--- src/hdl/rtcth_regs.svh ---
// Function
// - trim one second tick every 20 seconds
// - codes 0, +1, -64, -63 apply no correction
// - codes 02h..3Fh slow count, 3.05 ppm steps
// - codes 7Fh..42h speed count, 3.05 ppm steps
// - raw clock output ignores trim code
// - oscillator stop sets halt flag
// - supply below selected threshold sets drop flag
// - flags stay set until host writes zero
// - halt flag forces supply-drop flag to zero
// - halt clears trim, control and event flags
// - power-up from zero sets halt flag
// - threshold select 0 picks 2.1 V, 1 picks 1.6 V
// - sample supply 7.8 ms per second, stop once flagged
`ifndef RTCTH_REGS_SVH
`define RTCTH_REGS_SVH

// ==========================================================
// register offsets
`define RTCTH_TRIM_OFS 4'h0
`define RTCTH_CTRL1_OFS 4'h4
`define RTCTH_CTRL2_OFS 4'h8

// ==========================================================
// control 2 field positions
`define RTCTH_C2_SUPPLY_BIT 6
`define RTCTH_C2_HALT_BIT 5
`define RTCTH_C2_PIRQ_BIT 2
`define RTCTH_C2_WALM_BIT 1
`define RTCTH_C2_DALM_BIT 0

// ==========================================================
// reset values
`define RTCTH_TRIM_RST 7'h00
`define RTCTH_HALT_RST 1'b1

// ==========================================================
// timing
`define RTCTH_CLK_PERIOD_NS 20
`define RTCTH_HALT_TIME_NS 100000
`define RTCTH_SAMPLE_TIME_NS 7800000
`define RTCTH_SUBCOUNTS 32768
`define RTCTH_TRIM_PERIOD_S 20

`endif

--- src/hdl/rtcth_pkg.sv ---
package rtcth_pkg;

  typedef struct packed {
    logic weekly_alarm_enable;
    logic daily_alarm_enable;
    logic clock_out_enable_b;
    logic hour_format;
    logic test_mode;
    logic periodic_select_2;
    logic periodic_select_1;
    logic periodic_select_0;
  } rtcth_ctrl1_s;

  typedef struct packed {
    logic threshold_select;
    logic supply_drop_flag;
    logic osc_halt_flag;
    logic scratch;
    logic clock_out_enable_a;
    logic periodic_irq_flag;
    logic weekly_alarm_flag;
    logic daily_alarm_flag;
  } rtcth_ctrl2_s;

  typedef enum logic {
    MON_IDLE,
    MON_SAMPLE
  } rtcth_mon_e;

endpackage

--- src/hdl/rtcth_sync2.sv ---
`timescale 1ns/10ps
module rtcth_sync2 (
  // clock and reset
  input wire logic aclk,
  input wire logic aresetn,
  // asynchronous level in, synchronised level out
  input wire logic async_in,
  output logic sync_out
);

  logic meta_r;

  // the first stage feeds only the second stage
  always_ff @(posedge aclk) begin
    if (!aresetn) begin
      meta_r <= 1'b0;
      sync_out <= 1'b0;
    end else begin
      meta_r <= async_in;
      sync_out <= meta_r;
    end
  end

endmodule // rtcth_sync2

--- src/hdl/rtcth_trim_halt.sv ---
`timescale 1ns/10ps
`include "rtcth_regs.svh"
module rtcth_trim_halt
  import rtcth_pkg::*;
#(
  parameter int unsigned ADDR_W = 4,
  parameter int unsigned HALT_CYCLES = `RTCTH_HALT_TIME_NS / `RTCTH_CLK_PERIOD_NS,
  parameter int unsigned SAMPLE_CYCLES = `RTCTH_SAMPLE_TIME_NS / `RTCTH_CLK_PERIOD_NS
) (
  // clock and reset
  input wire logic aclk,
  input wire logic aresetn,
  // axi4-lite write address and data
  input wire logic [ADDR_W-1:0] s_axi_awaddr,
  input wire logic s_axi_awvalid,
  output logic s_axi_awready,
  input wire logic [31:0] s_axi_wdata,
  input wire logic [3:0] s_axi_wstrb,
  input wire logic s_axi_wvalid,
  output logic s_axi_wready,
  // axi4-lite write response
  output logic [1:0] s_axi_bresp,
  output logic s_axi_bvalid,
  input wire logic s_axi_bready,
  // axi4-lite read
  input wire logic [ADDR_W-1:0] s_axi_araddr,
  input wire logic s_axi_arvalid,
  output logic s_axi_arready,
  output logic [31:0] s_axi_rdata,
  output logic [1:0] s_axi_rresp,
  output logic s_axi_rvalid,
  input wire logic s_axi_rready,
  // analog side pins
  input wire logic osc_clk_in,
  input wire logic supply_below_hi_in,
  input wire logic supply_below_lo_in,
  output logic supply_sample_en,
  // open-drain raw clock pin
  output logic raw_clock_out,
  output logic raw_clock_oe_n,
  // events from the counters and alarms
  input wire logic periodic_event,
  input wire logic weekly_alarm_event,
  input wire logic daily_alarm_event,
  // timekeeping and control towards the counters
  output logic second_tick,
  output rtcth_ctrl1_s ctrl1_o,
  output rtcth_ctrl2_s ctrl2_o
);

  // ==========================================================
  // pin synchronisers
  logic osc_s;
  logic below_hi_s;
  logic below_lo_s;

  rtcth_sync2 u_sync_osc (
    .aclk(aclk),
    .aresetn(aresetn),
    .async_in(osc_clk_in),
    .sync_out(osc_s)
  );

  rtcth_sync2 u_sync_hi (
    .aclk(aclk),
    .aresetn(aresetn),
    .async_in(supply_below_hi_in),
    .sync_out(below_hi_s)
  );

  rtcth_sync2 u_sync_lo (
    .aclk(aclk),
    .aresetn(aresetn),
    .async_in(supply_below_lo_in),
    .sync_out(below_lo_s)
  );

  // ==========================================================
  // axi4-lite slave
  localparam logic [1:0] RESP_OKAY = 2'h0;
  localparam logic [1:0] RESP_SLVERR = 2'h2;

  logic aw_full_r;
  logic w_full_r;
  logic [ADDR_W-1:0] awaddr_r;
  logic [31:0] wdata_r;
  logic [3:0] wstrb_r;
  logic wr_en;
  logic wr_hit;
  logic [6:0] trim_r;
  rtcth_ctrl1_s ctrl1_r;
  rtcth_ctrl2_s ctrl2;

  assign s_axi_awready = !aw_full_r && !s_axi_bvalid;
  assign s_axi_wready = !w_full_r && !s_axi_bvalid;
  assign s_axi_arready = !s_axi_rvalid;
  // both halves held: commit in this cycle, answer on the next edge
  assign wr_en = aw_full_r && w_full_r && !s_axi_bvalid;
  assign wr_hit = wr_en && wstrb_r[0];

  always_ff @(posedge aclk) begin
    if (!aresetn) begin
      aw_full_r <= 1'b0;
      awaddr_r <= '0;
    end else if (s_axi_awvalid && s_axi_awready) begin
      aw_full_r <= 1'b1;
      awaddr_r <= s_axi_awaddr;
    end else if (wr_en) begin
      aw_full_r <= 1'b0;
    end
  end

  always_ff @(posedge aclk) begin
    if (!aresetn) begin
      w_full_r <= 1'b0;
      wdata_r <= 32'h00000000;
      wstrb_r <= 4'h0;
    end else if (s_axi_wvalid && s_axi_wready) begin
      w_full_r <= 1'b1;
      wdata_r <= s_axi_wdata;
      wstrb_r <= s_axi_wstrb;
    end else if (wr_en) begin
      w_full_r <= 1'b0;
    end
  end

  always_ff @(posedge aclk) begin
    if (!aresetn) begin
      s_axi_bvalid <= 1'b0;
      s_axi_bresp <= RESP_OKAY;
    end else if (wr_en) begin
      s_axi_bvalid <= 1'b1;
      unique case (awaddr_r)
        `RTCTH_TRIM_OFS, `RTCTH_CTRL1_OFS, `RTCTH_CTRL2_OFS: s_axi_bresp <= RESP_OKAY;
        default: s_axi_bresp <= RESP_SLVERR;
      endcase
    end else if (s_axi_bready) begin
      s_axi_bvalid <= 1'b0;
    end
  end

  always_ff @(posedge aclk) begin
    if (!aresetn) begin
      s_axi_rvalid <= 1'b0;
      s_axi_rdata <= 32'h00000000;
      s_axi_rresp <= RESP_OKAY;
    end else if (s_axi_arvalid && s_axi_arready) begin
      s_axi_rvalid <= 1'b1;
      s_axi_rresp <= RESP_OKAY;
      unique case (s_axi_araddr)
        `RTCTH_TRIM_OFS: s_axi_rdata <= {25'h0000000, trim_r};
        `RTCTH_CTRL1_OFS: s_axi_rdata <= {24'h000000, ctrl1_r};
        `RTCTH_CTRL2_OFS: s_axi_rdata <= {24'h000000, ctrl2};
        default: begin
          s_axi_rdata <= 32'h00000000;
          s_axi_rresp <= RESP_SLVERR;
        end
      endcase
    end else if (s_axi_rready) begin
      s_axi_rvalid <= 1'b0;
    end
  end

  // ==========================================================
  // oscillator edge and halt detection
  logic osc_q_r;
  logic osc_rise;
  logic [$clog2(HALT_CYCLES+1)-1:0] stall_cnt_r;
  logic halt_event;

  assign osc_rise = osc_s && !osc_q_r;
  assign halt_event = (stall_cnt_r == ($bits(stall_cnt_r))'(HALT_CYCLES - 1));

  always_ff @(posedge aclk) begin
    if (!aresetn) begin
      osc_q_r <= 1'b0;
    end else begin
      osc_q_r <= osc_s;
    end
  end

  // saturates one past the limit so a dead crystal raises a single event
  always_ff @(posedge aclk) begin
    if (!aresetn) begin
      stall_cnt_r <= '0;
    end else if (osc_rise) begin
      stall_cnt_r <= '0;
    end else if (stall_cnt_r != ($bits(stall_cnt_r))'(HALT_CYCLES)) begin
      stall_cnt_r <= stall_cnt_r + 1'b1;
    end
  end

  // ==========================================================
  // flags and control registers
  logic halt_r;
  logic supply_r;
  logic thresh_r;
  logic scratch_r;
  logic clk_en_a_r;
  logic pirq_r;
  logic walm_r;
  logic dalm_r;
  logic c2_wr;
  logic drop_event;

  assign c2_wr = wr_hit && (awaddr_r == `RTCTH_CTRL2_OFS);

  // power-up from zero comes through reset; a stall event wins over a write of zero
  always_ff @(posedge aclk) begin
    if (!aresetn) begin
      halt_r <= `RTCTH_HALT_RST;
    end else if (halt_event) begin
      halt_r <= 1'b1;
    end else if (c2_wr && !wdata_r[`RTCTH_C2_HALT_BIT]) begin
      halt_r <= 1'b0;
    end
  end

  always_ff @(posedge aclk) begin
    if (!aresetn || halt_r) begin
      supply_r <= 1'b0;
    end else if (drop_event) begin
      supply_r <= 1'b1;
    end else if (c2_wr && !wdata_r[`RTCTH_C2_SUPPLY_BIT]) begin
      supply_r <= 1'b0;
    end
  end

  always_ff @(posedge aclk) begin
    if (!aresetn || halt_r) begin
      pirq_r <= 1'b0;
      walm_r <= 1'b0;
      dalm_r <= 1'b0;
    end else begin
      pirq_r <= periodic_event || (pirq_r && !(c2_wr && !wdata_r[`RTCTH_C2_PIRQ_BIT]));
      walm_r <= weekly_alarm_event || (walm_r && !(c2_wr && !wdata_r[`RTCTH_C2_WALM_BIT]));
      dalm_r <= daily_alarm_event || (dalm_r && !(c2_wr && !wdata_r[`RTCTH_C2_DALM_BIT]));
    end
  end

  always_ff @(posedge aclk) begin
    if (!aresetn || halt_r) begin
      thresh_r <= 1'b0;
      scratch_r <= 1'b0;
      clk_en_a_r <= 1'b0;
    end else if (c2_wr) begin
      thresh_r <= wdata_r[7];
      scratch_r <= wdata_r[4];
      clk_en_a_r <= wdata_r[3];
    end
  end

  always_ff @(posedge aclk) begin
    if (!aresetn || halt_r) begin
      ctrl1_r <= '0;
    end else if (wr_hit && awaddr_r == `RTCTH_CTRL1_OFS) begin
      ctrl1_r <= rtcth_ctrl1_s'(wdata_r[7:0]);
    end
  end

  always_ff @(posedge aclk) begin
    if (!aresetn || halt_r) begin
      trim_r <= `RTCTH_TRIM_RST;
    end else if (wr_hit && awaddr_r == `RTCTH_TRIM_OFS) begin
      trim_r <= wdata_r[6:0];
    end
  end

  always_comb begin
    ctrl2 = '{thresh_r, supply_r, halt_r, scratch_r, clk_en_a_r, pirq_r, walm_r, dalm_r};
  end

  assign ctrl1_o = ctrl1_r;
  assign ctrl2_o = ctrl2;

  // ==========================================================
  // supply monitor
  rtcth_mon_e mon_r;
  logic [$clog2(SAMPLE_CYCLES+1)-1:0] win_cnt_r;
  logic below_sel;

  // 0 compares against the 2.1 V level, 1 against 1.6 V
  assign below_sel = thresh_r ? below_lo_s : below_hi_s;
  assign drop_event = (mon_r == MON_SAMPLE) && below_sel && !supply_r;
  assign supply_sample_en = (mon_r == MON_SAMPLE);

  always_ff @(posedge aclk) begin
    if (!aresetn) begin
      mon_r <= MON_IDLE;
      win_cnt_r <= '0;
    end else begin
      unique case (mon_r)
        MON_IDLE: begin
          if (second_tick && !supply_r && !halt_r) begin
            mon_r <= MON_SAMPLE;
            win_cnt_r <= ($bits(win_cnt_r))'(SAMPLE_CYCLES - 1);
          end
        end
        MON_SAMPLE: begin
          // once flagged the monitor rests to save supply current
          if (drop_event || halt_r || win_cnt_r == '0) begin
            mon_r <= MON_IDLE;
          end else begin
            win_cnt_r <= win_cnt_r - 1'b1;
          end
        end
      endcase
    end
  end

  // ==========================================================
  // trimmed prescaler
  logic [15:0] sub_cnt_r;
  logic [4:0] sec20_r;
  logic corr_sec;
  logic [15:0] corr_len;

  // each code step is two sub-counts over 20 s, about 3.05 ppm
  function automatic logic [15:0] trim_len(input logic [6:0] code);
    logic [15:0] n;
    logic [6:0] mag;
    n = 16'(`RTCTH_SUBCOUNTS - 1);
    mag = 7'h00 - code;
    if (code[5:1] != 5'h00) begin
      if (!code[6]) begin
        n = n + 16'({code[5:0] - 6'h01, 1'b0});
      end else begin
        n = n - 16'({mag, 1'b0});
      end
    end
    return n;
  endfunction

  assign corr_sec = (sec20_r == 5'(`RTCTH_TRIM_PERIOD_S - 1));
  assign corr_len = trim_len(trim_r);
  // counts only crystal edges, so a stopped crystal also stops time
  assign second_tick = osc_rise && (sub_cnt_r == 16'h0000);

  always_ff @(posedge aclk) begin
    if (!aresetn) begin
      sub_cnt_r <= 16'(`RTCTH_SUBCOUNTS - 1);
    end else if (second_tick) begin
      sub_cnt_r <= corr_sec ? corr_len : 16'(`RTCTH_SUBCOUNTS - 1);
    end else if (osc_rise) begin
      sub_cnt_r <= sub_cnt_r - 16'h0001;
    end
  end

  always_ff @(posedge aclk) begin
    if (!aresetn) begin
      sec20_r <= 5'h00;
    end else if (second_tick) begin
      sec20_r <= corr_sec ? 5'h00 : sec20_r + 5'h01;
    end
  end

  // ==========================================================
  // raw clock pin, fed straight from the crystal and never trimmed
  always_ff @(posedge aclk) begin
    if (!aresetn) begin
      raw_clock_oe_n <= 1'b1;
    end else begin
      raw_clock_oe_n <= !((!clk_en_a_r || !ctrl1_r.clock_out_enable_b) && !osc_s);
    end
  end

  assign raw_clock_out = 1'b0;
endmodule // rtcth_trim_halt
--- config.mk ---
export PLATFORM = sky130hd
export DESIGN_NAME = rtcth_trim_halt
export DESIGN_NICKNAME = d
export VERILOG_FILES = /design/src/hdl/rtcth_pkg.sv /design/src/hdl/rtcth_sync2.sv /design/src/hdl/rtcth_trim_halt.sv
export VERILOG_INCLUDE_DIRS = /design/src /design/src/hdl
export SDC_FILE = /design/constraint.sdc
export NUM_CORES = 1
export LEC_CHECK = 0
export ABC_AREA = 0
export BUFFER_PORTS_ARGS = -buffer_cell sky130_fd_sc_hd__buf_4
export CELL_PAD_IN_SITES_DETAIL_PLACEMENT = 0
export CELL_PAD_IN_SITES_GLOBAL_PLACEMENT = 1
export CORE_MARGIN = 1
export CORE_UTILIZATION = 30
export CTS_CLUSTER_DIAMETER = 80
export DETAILED_ROUTE_END_ITERATION = 8
export PLACE_DENSITY = 0.73
export SETUP_SLACK_MARGIN = 0.05
export SYNTH_ARGS = -nofsm -noshare
export SYNTH_HDL_FRONTEND = slang
export SYNTH_HIERARCHICAL = 1
export SYNTH_SLANG_ARGS = --single-unit
--- constraint.sdc ---
create_clock -name aclk -period 4.7 [get_ports aclk]
set_input_delay 0.235 -clock aclk [delete_from_list [all_inputs] [get_ports aclk]]
set_output_delay 0.235 -clock aclk [all_outputs]
set_load 0.01 [all_outputs]
* Word-level counts from Yosys, hierarchy flattened
Cells that the tools add are included.
** Word-level totals
- Logic and storage cells :: 153
- Output and inout bits :: 61
- Register bits after elaboration :: 138
** Operators by class
- Eq/ne operators :: 9
- Add/subtract/negate cells :: 8
- Multiplexer cells :: 25
- Reduce and logical (&&, ||, !) cells :: 69
- Bitwise logic cells :: 2
** Operators by type and width (count)
- $mux W16 :: 5
- $mux W19 :: 2
- $pmux W19 S2 :: 1
- $logic_and A1 B1 Y1 :: 26
- $pmux W8 S3 :: 1
- $logic_not A1 Y1 :: 20
- $logic_not A19 Y1 :: 1
- $sub A19 B1 Y19 const B :: 1
- $add A15 B7 Y16 const A :: 1
- $logic_not A16 Y1 :: 1
- $sub A15 B8 Y16 const A :: 1
- $sub A16 B1 Y16 const B :: 1
- $add A13 B1 Y13 const B :: 1
- $eq A13 B13 Y1 const B :: 1
- $ne A13 B13 Y1 const B :: 1
- $mux W1 :: 12
- $reduce_bool A2 Y1 :: 6
- $eq A4 B3 Y1 const B :: 2
- $eq A4 B4 Y1 const B :: 2
- $logic_not A4 Y1 :: 2
- $logic_or A1 B1 Y1 :: 7
- $sub A1 B7 Y7 const A :: 1
- $reduce_or A3 Y1 :: 2
- $sub A6 B1 Y6 const B :: 1
- 10 further kinds :: 14

* Longest topological paths before layout
Gate-level depths: netlist of run 1.
- Word-level depth :: 8
- Mapped depth :: 11
- Depth with buffers taken out :: 10

* By module
The synthesis of run 1 kept the hierarchy.
** Modules (own cells, without submodules)
- rtcth_trim_halt :: times used 1, cells each 657, sequential area each 2122.0 µm², area each 5515.3 µm²
- rtcth_sync2 :: times used 3, cells each 4, sequential area each 40.0 µm², area each 52.6 µm²

* Worst setup path after synthesis of run 1
OpenSTA, ideal clock, no wires.
- Kind :: register to register
- Start :: register trim_r[2]
- End :: register sub_cnt_r[6]
- Stages on the path, launching flop included :: 10
- Arrival time :: 2.141 ns
- Path slack :: 2.423 ns
- Library setup time :: 0.136 ns
- Path buffers :: 1
- Required time :: 4.564 ns
- Cell sequence :: dfxtp_1 -> clkbuf_1 -> or4_1 -> or3_1 -> and2_1 -> ha_1 -> nor2b_1 -> a31oi_1 -> o31ai_1 -> nand3_1
** Between the ends
- Longest elaborated chain between the ends :: 6
- Elaborated cells between the ends (all ways) :: 9
** RTL lines
- from (decl) :: line rtcth_trim_halt.sv:90 : logic [6:0] trim_r;
- from (signal assigned) :: line rtcth_trim_halt.sv:263 : trim_r <= `RTCTH_TRIM_RST;
- from (signal assigned) :: line rtcth_trim_halt.sv:265 : trim_r <= wdata_r[6:0];
- $sub A1 B7 Y7 / $sub A6 B1 Y6 (equally long branches) :: line rtcth_trim_halt.sv:323, rtcth_trim_halt.sv:326
- $sub A15 B8 Y16 / $add A15 B7 Y16 (equally long branches) :: line rtcth_trim_halt.sv:328, rtcth_trim_halt.sv:326
- $mux W16 :: line rtcth_trim_halt.sv:325 : if (!code[6]) begin
- $mux W16 (*) :: line rtcth_trim_halt.sv:324 : if (code[5:1] != 5'h00) begin
- $mux W16 (*) :: line rtcth_trim_halt.sv:343 : sub_cnt_r <= corr_sec ? corr_len : 16'(`RTCTH_SUBCOUNTS - 1);
- $mux W16 (*) :: line rtcth_trim_halt.sv:342 : end else if (second_tick) begin
- to (signal assigned) :: line rtcth_trim_halt.sv:341 : sub_cnt_r <= 16'(`RTCTH_SUBCOUNTS - 1);
- to (signal assigned) :: line rtcth_trim_halt.sv:343
- to (signal assigned) :: line rtcth_trim_halt.sv:345 : sub_cnt_r <= sub_cnt_r - 16'h0001;
- to (decl) :: line rtcth_trim_halt.sv:313 : logic [15:0] sub_cnt_r;
Every way passes the cells marked *; elsewhere a longest branch is shown, timed or not.
A chain may end at the register's enable or synchronous reset.

* Final worst setup path of run 1
- Start :: register sub_cnt_r[6]
- End :: output second_tick
** Between the ends
- Longest elaborated chain between the ends :: 2
** RTL lines
- $logic_not A16 Y1 :: line rtcth_trim_halt.sv:337 : assign second_tick = osc_rise && (sub_cnt_r == 16'h0000);
- $logic_and A1 B1 Y1 :: line rtcth_trim_halt.sv:337
- to (decl) :: line rtcth_trim_halt.sv:46 : output logic second_tick,
Every way passes these cells.

==> out/metrics.yaml, run 1 <==
run_status:
  status: "completed"
hold_path:
  hp-class: "in -> reg"
grt:
  use_met3: 0.0323
  antenna_found_initial: 0
  grt_max_degree: 48
  met1_usage: 0.206
  track_usage: 0.146
  grt_pass1_wl_mm: 22.7
  gr-total-overflow: 0
  grt_use_met2: 0.220
  grt_pass1_vias: 4322
  grt-busiest-layer: "met2"
flow_run:
  cap_violations: 0
routing:
  drt_first_iter_violations: 231
  drtAntennaViolNets: 0
  drc: 0
  wire_per_inst_um: 14.6
  vias_per_cell: 4.97
  vias: 4672
  dr.pass1.iters: 4
  wirelength_mm: 13.8
sta:
  fin_skew_ps: 9.67
  setup_slack_ps: 1820
  rsz0062_at_grt: "no"
  final.setup.tns_ps: 0
  post-route-period-util: 0.613
  slew_headroom: 0.284
  finalSetupViolations: 0
  layout_min_cycle_time_ps: 2880
  slew_violations: 0
  finalHoldViolCount: 0
  worst_slew_pin_slew_ps: 1050
  timing.fmax_mhz: 347
clocking:
  cts_setup_buffers: 0
  cts_made_buffers: 9
  cts-root-buf: "clkbuf_16"
  tritoncts: "done"
  cts_hold_buf: 0
  clkLatencyLatePin_ps: 360
  htreeDepth: 3
  cts_num_sinks: 112
  path_clk_slew_ps: 70
  postCtsResizedCells: 0
  cts_max_path_buffers: 2
floorplan:
  die_h_um: 140
  coreArea_sq_mm: 0.0183
  die-area_sq_mm: 0.0195
  dieWidth_um: 140
  pin_count: 118
  initial_utilization: 0.311
  core.rowCount: 49
yosys:
  synth-main-ff-cell: "dfxtp_1"
  syn_area_sq_mm: 0.00567
  yosysTopAreaCell: "dfxtp_1"
  synth-edff-count: 0
  synth.area.top_cells: "dfxtp_1 (40%), mux2i_1 (6.0%), nor2_1 (5.0%)"
  ys_types: 65
  async_reset_ff_frac: 0
  yosysSeqAreaShare: 0.395
  ys_ff_latch: 112
  ys.warnings.count: 6
  avgSynthCellArea_sq_um: 8.48
  syn_inst: 669
  synth_top_area_share: 0.395
placement:
  dp_hpwl_mm: 9.88
  routabilityCongestion: 0.830
  port_buffers: 63
  dp_slack_ps: 1990
critical_path:
  worstPathArrival_ps: 2650
  crit_start: "sub_cnt_r[6]$_SDFFE_PN1P_"
  cp_slowest_cell: "or4_1"
  setup.worst_path.start_class: "register"
  endpoint: "second_tick"
  path_depth: 5
  r2r_slack_ps: 1960
  cp.required_ps: 4470
  crit_buf_inv: 2
  crit_chain: "or4_1 -> nor4b_4 -> nand2_2 -> inv_1 -> buf_4"
  r2r_end: "win_cnt_r[3]$_SDFFE_PN0P_"
  rr_worst_depth: 5
  cp_max_fo: 12
  critPathTopFamily: "simple AND/OR/NAND/NOR gates"
  cpPeakStageDelay_ps: 680
  reg2reg_from: "thresh_r$_SDFFE_PP0P_"
  critPathCaptureType: "primary output"
  critPathKind: "reg -> out"
cells_and_area:
  utilization: 0.353
  final_layout_size_suffix_gt1_frac: 0.141
  antennaDiodeCount: 0
  syn_to_final_growth_pct: 13.7
  layout.nets: 771
power:
  p_comb_frac: 0.060
  power.density_mw_per_mm2: 286
  p_int_mw: 1.38
  seqPwrFrac: 0.532
  p_sw_uw: 461
  clockPowerShare: 0.409
  swShare: 0.250
  p_leak_nw: 2.46
  ir_worst_vdd_mv: 0.200
  finalPower_mw: 1.85
## cells in the mapped netlist, types with 7 or more instances
cell type and number:
xnor2_1 15, a211oi_1 7, a31oi_1 9, nor3_1 17, nand3_1 18, nor2_1 76
or4_1 7, dfxtp_1 112, nand2_1 56, or3_1 16, mux2i_1 34, o21ai_0 34
nor4_1 9, ha_1 8, and2_1 11, xor2_1 10, clkbuf_1 27, nand2b_1 8
inv_1 25, a22oi_1 7, a21oi_1 37, buf_4 35
## state kept, by name (all words and copies together) (netlist names), 4 cells and up
name,flops
trim_r,7
stall_cnt_r,13
awaddr_r,4
sec20_r,5
ctrl1_o,8
s_axi_rdata,8
sub_cnt_r,16
wdata_r,8
win_cnt_r,19
## final cells by class
class                   instances  area, sq um
clock buffers                  10          229
clock inverters                 6         57.6
fillers                      1946        11800
inverters                      25         93.8
multi-input cells             493         3050
flip-flops and latches        112         2240
well taps                     229          287
repair buffers                 65          488
## how the worst min path moves through the flow
stage | from | endpoint | cells after the start
6_report | s_axi_rready | s_axi_rvalid$_SDFFE_PN0P_ | 2
5_1_grt | s_axi_rready | s_axi_rvalid$_SDFFE_PN0P_ | 2
4_1_cts | s_axi_rready | s_axi_rvalid$_SDFFE_PN0P_ | 2
3_5_place_dp | u_sync_osc/meta_r$_SDFF_PN0_ | u_sync_osc/sync_out$_SDFF_PN0_ | 1
3_3_place_gp | u_sync_hi/meta_r$_SDFF_PN0_ | u_sync_hi/sync_out$_SDFF_PN0_ | 1
2_1_floorplan | s_axi_rready | s_axi_rvalid$_SDFFE_PN0P_ | 1
## logic make-up after synthesis
| logic type | count (synthesis) | share of synthesized area |
|---|---|---|
| buffers and inverters | 90 | 0.0843 |
| and+or+nand+nor | 266 | 0.255 |
| xor gates and xnor gates | 25 | 0.0386 |
| adders and majority gates | 8 | 0.0176 |
| DFF | 112 | 0.395 |
| other | 1 | 0.000661 |
| muxes | 34 | 0.0600 |
| AOI/OAI and AO/OA | 133 | 0.149 |
## per-layer routing
layer | part of all wire | vias to the layer above
met3 | 0.035 | 11
met2 | 0.44 | 74
met1 | 0.51 | 2203
met5 | 0 | -
li1 | - | 2384
met4 | 0.016 | 0
## power groups by stage
stage | clock [mW] | combinational [mW] | sequential (mW)
3_5_place_dp | 0 | 0.111 | 1.00
4_1_cts | 0.780 | 0.112 | 0.981
6_report | 0.754 | 0.110 | 0.981
5_1_grt | 0.812 | 0.125 | 0.984
2_1_floorplan | 0 | 0.0838 | 1.00
3_3_place_gp | 0 | 0.111 | 1.00
## metrics by stage
stage	instances	hold slack (ps)	area, sq um
final	940	53.6	6450
after global routing	940	50.1	6450
after global placement	924	415	6160
after floorplan	695	334	5770
after CTS	940	40.6	6450
after detailed placement	924	411	6160
## cell usage in the layout, fill, tap and decap left out, types with 3 or more instances in the layout
master | netlist | routed
dfxtp_1 | 112 | 112
nor2_1 | 76 | 76
buf_4 | 35 | 65
nand2_1 | 56 | 56
a21oi_1 | 37 | 37
o21ai_0 | 34 | 34
mux2i_1 | 34 | 34
conb_1 | 1 | 27
inv_1 | 25 | 25
nand3_1 | 18 | 18
nor3_1 | 17 | 17
or3_1 | 16 | 16
xnor2_1 | 15 | 15
and2_1 | 11 | 11
xor2_1 | 10 | 10
nor4_1 | 9 | 9
a31oi_1 | 9 | 9
clkbuf_16 | 0 | 9
nand2b_1 | 8 | 8
ha_1 | 8 | 8
or4_1 | 7 | 7
a211oi_1 | 7 | 7
a22oi_1 | 7 | 7
nor2b_1 | 6 | 6
o31ai_1 | 6 | 6
nand3b_1 | 4 | 4
or2_2 | 4 | 4
o211ai_1 | 4 | 4
nor3b_1 | 4 | 4
nor4b_1 | 3 | 3
nor4_4 | 3 | 3
o2111ai_1 | 3 | 3
a2111oi_1 | 3 | 3
a311oi_1 | 3 | 3
or3b_2 | 3 | 3
(Power assumes the default switching activity.)
==> run 2, diff against run 1 <==
==> constraint.sdc (replaced) <==
create_clock -name aclk -period 2.8 [get_ports aclk]
set_input_delay 0.14 -clock aclk [delete_from_list [all_inputs] [get_ports aclk]]
set_output_delay 0.14 -clock aclk [all_outputs]
set_load 0.01 [all_outputs]
==> run 2 against run 1 <==
Sequential share of layout area is 1.0 points lower. Sequential power up 68%. Critical endpoint unchanged. Design area up 3.1%. Highest routed layer unchanged. Critical path depth unchanged. Count of clock-buffer cells in the layout stayed put. Die area unchanged. Critical path type unchanged. Global-route usage increased by 0.32 points. Clock power up 83%. Routed wire length is 2.3% higher. Total power up 75%.
==> out/metrics.yaml, run 2 (synthesized netlist as in run 1, its figures left out) <==
critical_path:
  critPathKind: "reg -> out"
  rr_worst_depth: 8  # +3
  r2r_end: "sub_cnt_r[6]$_SDFFE_PN1P_"
  worstPathArrival_ps: 2390  # -260 ps
  cpPeakStageDelay_ps: 660  # -20 ps
  r2r_slack_ps: 370  # -1590 ps
  reg2reg_from: "trim_r[0]$_SDFFE_PP0P_"
  setup.worst_path.start_class: "register"
  cp_slowest_cell: "or4_1"
  critPathCaptureType: "primary output"
  critPathTopFamily: "simple AND/OR/NAND/NOR gates"
  cp.required_ps: 2660  # -1810 ps
  crit_buf_inv: 2  # unchanged
  crit_chain: "or4_1 -> nor4b_4 -> nand2_2 -> inv_1 -> buf_4"
  cp_max_fo: 12  # unchanged
hold_path:
  min_delay_path_depth: 3  # +1
  hp-class: "in -> reg"
  min_to: "pirq_r$_SDFF_PP0_"
  worstHoldStart: "periodic_event"
sta:
  worst_slew_pin_slew_ps: 943  # -104 ps
  finalSetupViolations: 0  # unchanged
  layout_min_cycle_time_ps: 2530
  finalHoldViolCount: 0  # unchanged
  timing.fmax_mhz: 396
  slew_violations: 0  # unchanged
  rsz0062_at_grt: "no"
  slew_headroom: 0.370  # +0.0856
  post-route-period-util: 0.902
  fin_skew_ps: 6.10  # -3.58 ps
  final.setup.tns_ps: 0  # unchanged
grt:
  grt_max_degree: 32  # -33%
  gr-total-overflow: 0  # unchanged
  grt_pass1_vias: 4351  # +0.67%
  antenna_found_initial: 0  # unchanged
  grt_pass1_wl_mm: 22.9  # +0.97%
  track_usage: 0.149  # +0.00315
clocking:
  cts_made_buffers: 9  # unchanged
  htreeDepth: 3  # unchanged
  clkLatencyLatePin_ps: 360  # about the same
  cts-root-buf: "clkbuf_16"
  cts_max_path_buffers: 2  # unchanged
  path_clk_slew_ps: 80  # about the same
  cts_num_sinks: 112  # unchanged
  cts_setup_buffers: 0  # unchanged
  tritoncts: "done"
placement:
  port_buffers: 63  # unchanged
  dp.cells: 941  # +1.8%
  dp_hpwl_mm: 10.2  # +3.4%
  routabilityCongestion: 0.817  # -1.5%
cells_and_area:
  layout_common_cells: "dfxtp_1 (112), buf_4 (82), nor2_1 (76), nand2_1 (56), a21oi_1 (37)"
  largest_reg_flops: 19  # unchanged
  mostFrequentLayoutCell: "dfxtp_1"
  top_regs: "win_cnt_r x19, sub_cnt_r x16, stall_cnt_r x13"
  final_layout_size_suffix_gt1_frac: 0.161  # +0.0206
  top_register: "win_cnt_r"
  antennaDiodeCount: 0  # unchanged
  fillers: 1925  # -1.1%
  stdcell_count: 961  # +2.2%
  syn_to_final_growth_pct: 17.2
  layout.nets: 792  # +2.7%
power:
  swShare: 0.241  # -0.00879
  power.density_mw_per_mm2: 485  # +69%
  clockPowerShare: 0.428  # +0.019
  seqPwrFrac: 0.511  # -0.021
  p_comb_frac: 0.060  # about the same
  ir_worst_vdd_mv: 0.309  # +54%
  p_leak_nw: 2.58  # +4.8%
  p_sw_uw: 777  # +68%
  p_int_mw: 2.45  # +77%
floorplan:
  dieWidth_um: 140  # unchanged
  die_h_um: 140  # unchanged
  core.rowCount: 49  # unchanged
  die-area_sq_mm: 0.0195  # unchanged
  initial_utilization: 0.311  # unchanged
  pin_count: 118  # unchanged
  coreArea_sq_mm: 0.0183  # unchanged
routing:
  vias_per_cell: 4.88  # -1.8%
  wire_per_inst_um: 14.6  # about the same
  vias: 4692  # +0.43%
  dr.pass1.iters: 5  # +1
  drc: 0  # unchanged
  wirelength_mm: 14.1  # +2.3%
  drt_first_iter_violations: 306  # +32%
  drtAntennaViolNets: 0  # unchanged
run_status:
  status: "completed"
flow_run:
  cap_violations: 0  # unchanged
-- run 2: changes by cell type in the layout (fill, tap and decap cells not counted), sizes merged --
cell / change
bufinv: +1
clkinv: -2
dlygate4sd3: +4
buf: +17
inv: +1
-- run 2: per-layer routing --
metal	global-route usage	part of all wire	routed length [um]
met1	0.207	0.51	7180
met2	0.227	0.44	6230
met3	0.0389	0.036	509
met4	0.0398	0.011	157
met5	0	0	0
-- run 2: layout make-up --
cell class / instances / area (sq um) / area share
inverters: 25 / 93.8 / 0.0141
flip-flops and latches: 112 / 2240 / 0.337
clock buffers: 10 / 239 / 0.0360
repair buffers: 86 / 656 / 0.0986
well taps: 229 / 287 / 0.0431
multi-input cells: 493 / 3050 / 0.459
clock inverters: 6 / 78.8 / 0.0119
-- run 2: worst min-delay path, stage by stage --
cell	delay [ps]
buf_4	110
inv_1	40
a21oi_1	50
-- run 2: worst max path at each step --
stage          cells past startpoint  slack (ps)                 startpoint                   endpoint
6_report                           5         270  sub_cnt_r[6]$_SDFFE_PN1P_                second_tick
2_1_floorplan                      9         520     trim_r[2]$_SDFFE_PP0P_  sub_cnt_r[6]$_SDFFE_PN1P_
3_5_place_dp                       8         380     trim_r[0]$_SDFFE_PP0P_  sub_cnt_r[6]$_SDFFE_PN1P_
3_3_place_gp                       8         380     trim_r[0]$_SDFFE_PP0P_  sub_cnt_r[6]$_SDFFE_PN1P_
4_1_cts                            5         270  sub_cnt_r[6]$_SDFFE_PN1P_                second_tick
5_1_grt                            7         120  sub_cnt_r[0]$_SDFFE_PN1P_                second_tick
-- run 2: what timing repair did --
item                      CTS  global route
hold buffers                4             0
resized for setup           0             0
hold endpoints to repair    4             0
-- run 2: stage by stage --
stage           util  hold WS, ps  area, sq um  power [mW]  worst slack, ps
5_1_grt        0.364         8.24         6650        3.37              119
2_1_floorplan      -          239         5770        1.82              523
6_report       0.364         18.9         6650        3.22              274
3_5_place_dp   0.344          334         6290        1.88              375
4_1_cts        0.364         1.66         6650        3.28              270
3_3_place_gp   0.344          327         6290        1.87              377
-- run 2: power by group through the flow --
| stage | clock network, mW | registers, mW | logic (mW) |
|---|---|---|---|
| 3_3_place_gp | 0 | 1.68 | 0.190 |
| 6_report | 1.38 | 1.65 | 0.194 |
| 3_5_place_dp | 0 | 1.68 | 0.191 |
| 2_1_floorplan | 0 | 1.68 | 0.141 |
| 5_1_grt | 1.50 | 1.65 | 0.219 |
| 4_1_cts | 1.44 | 1.65 | 0.196 |
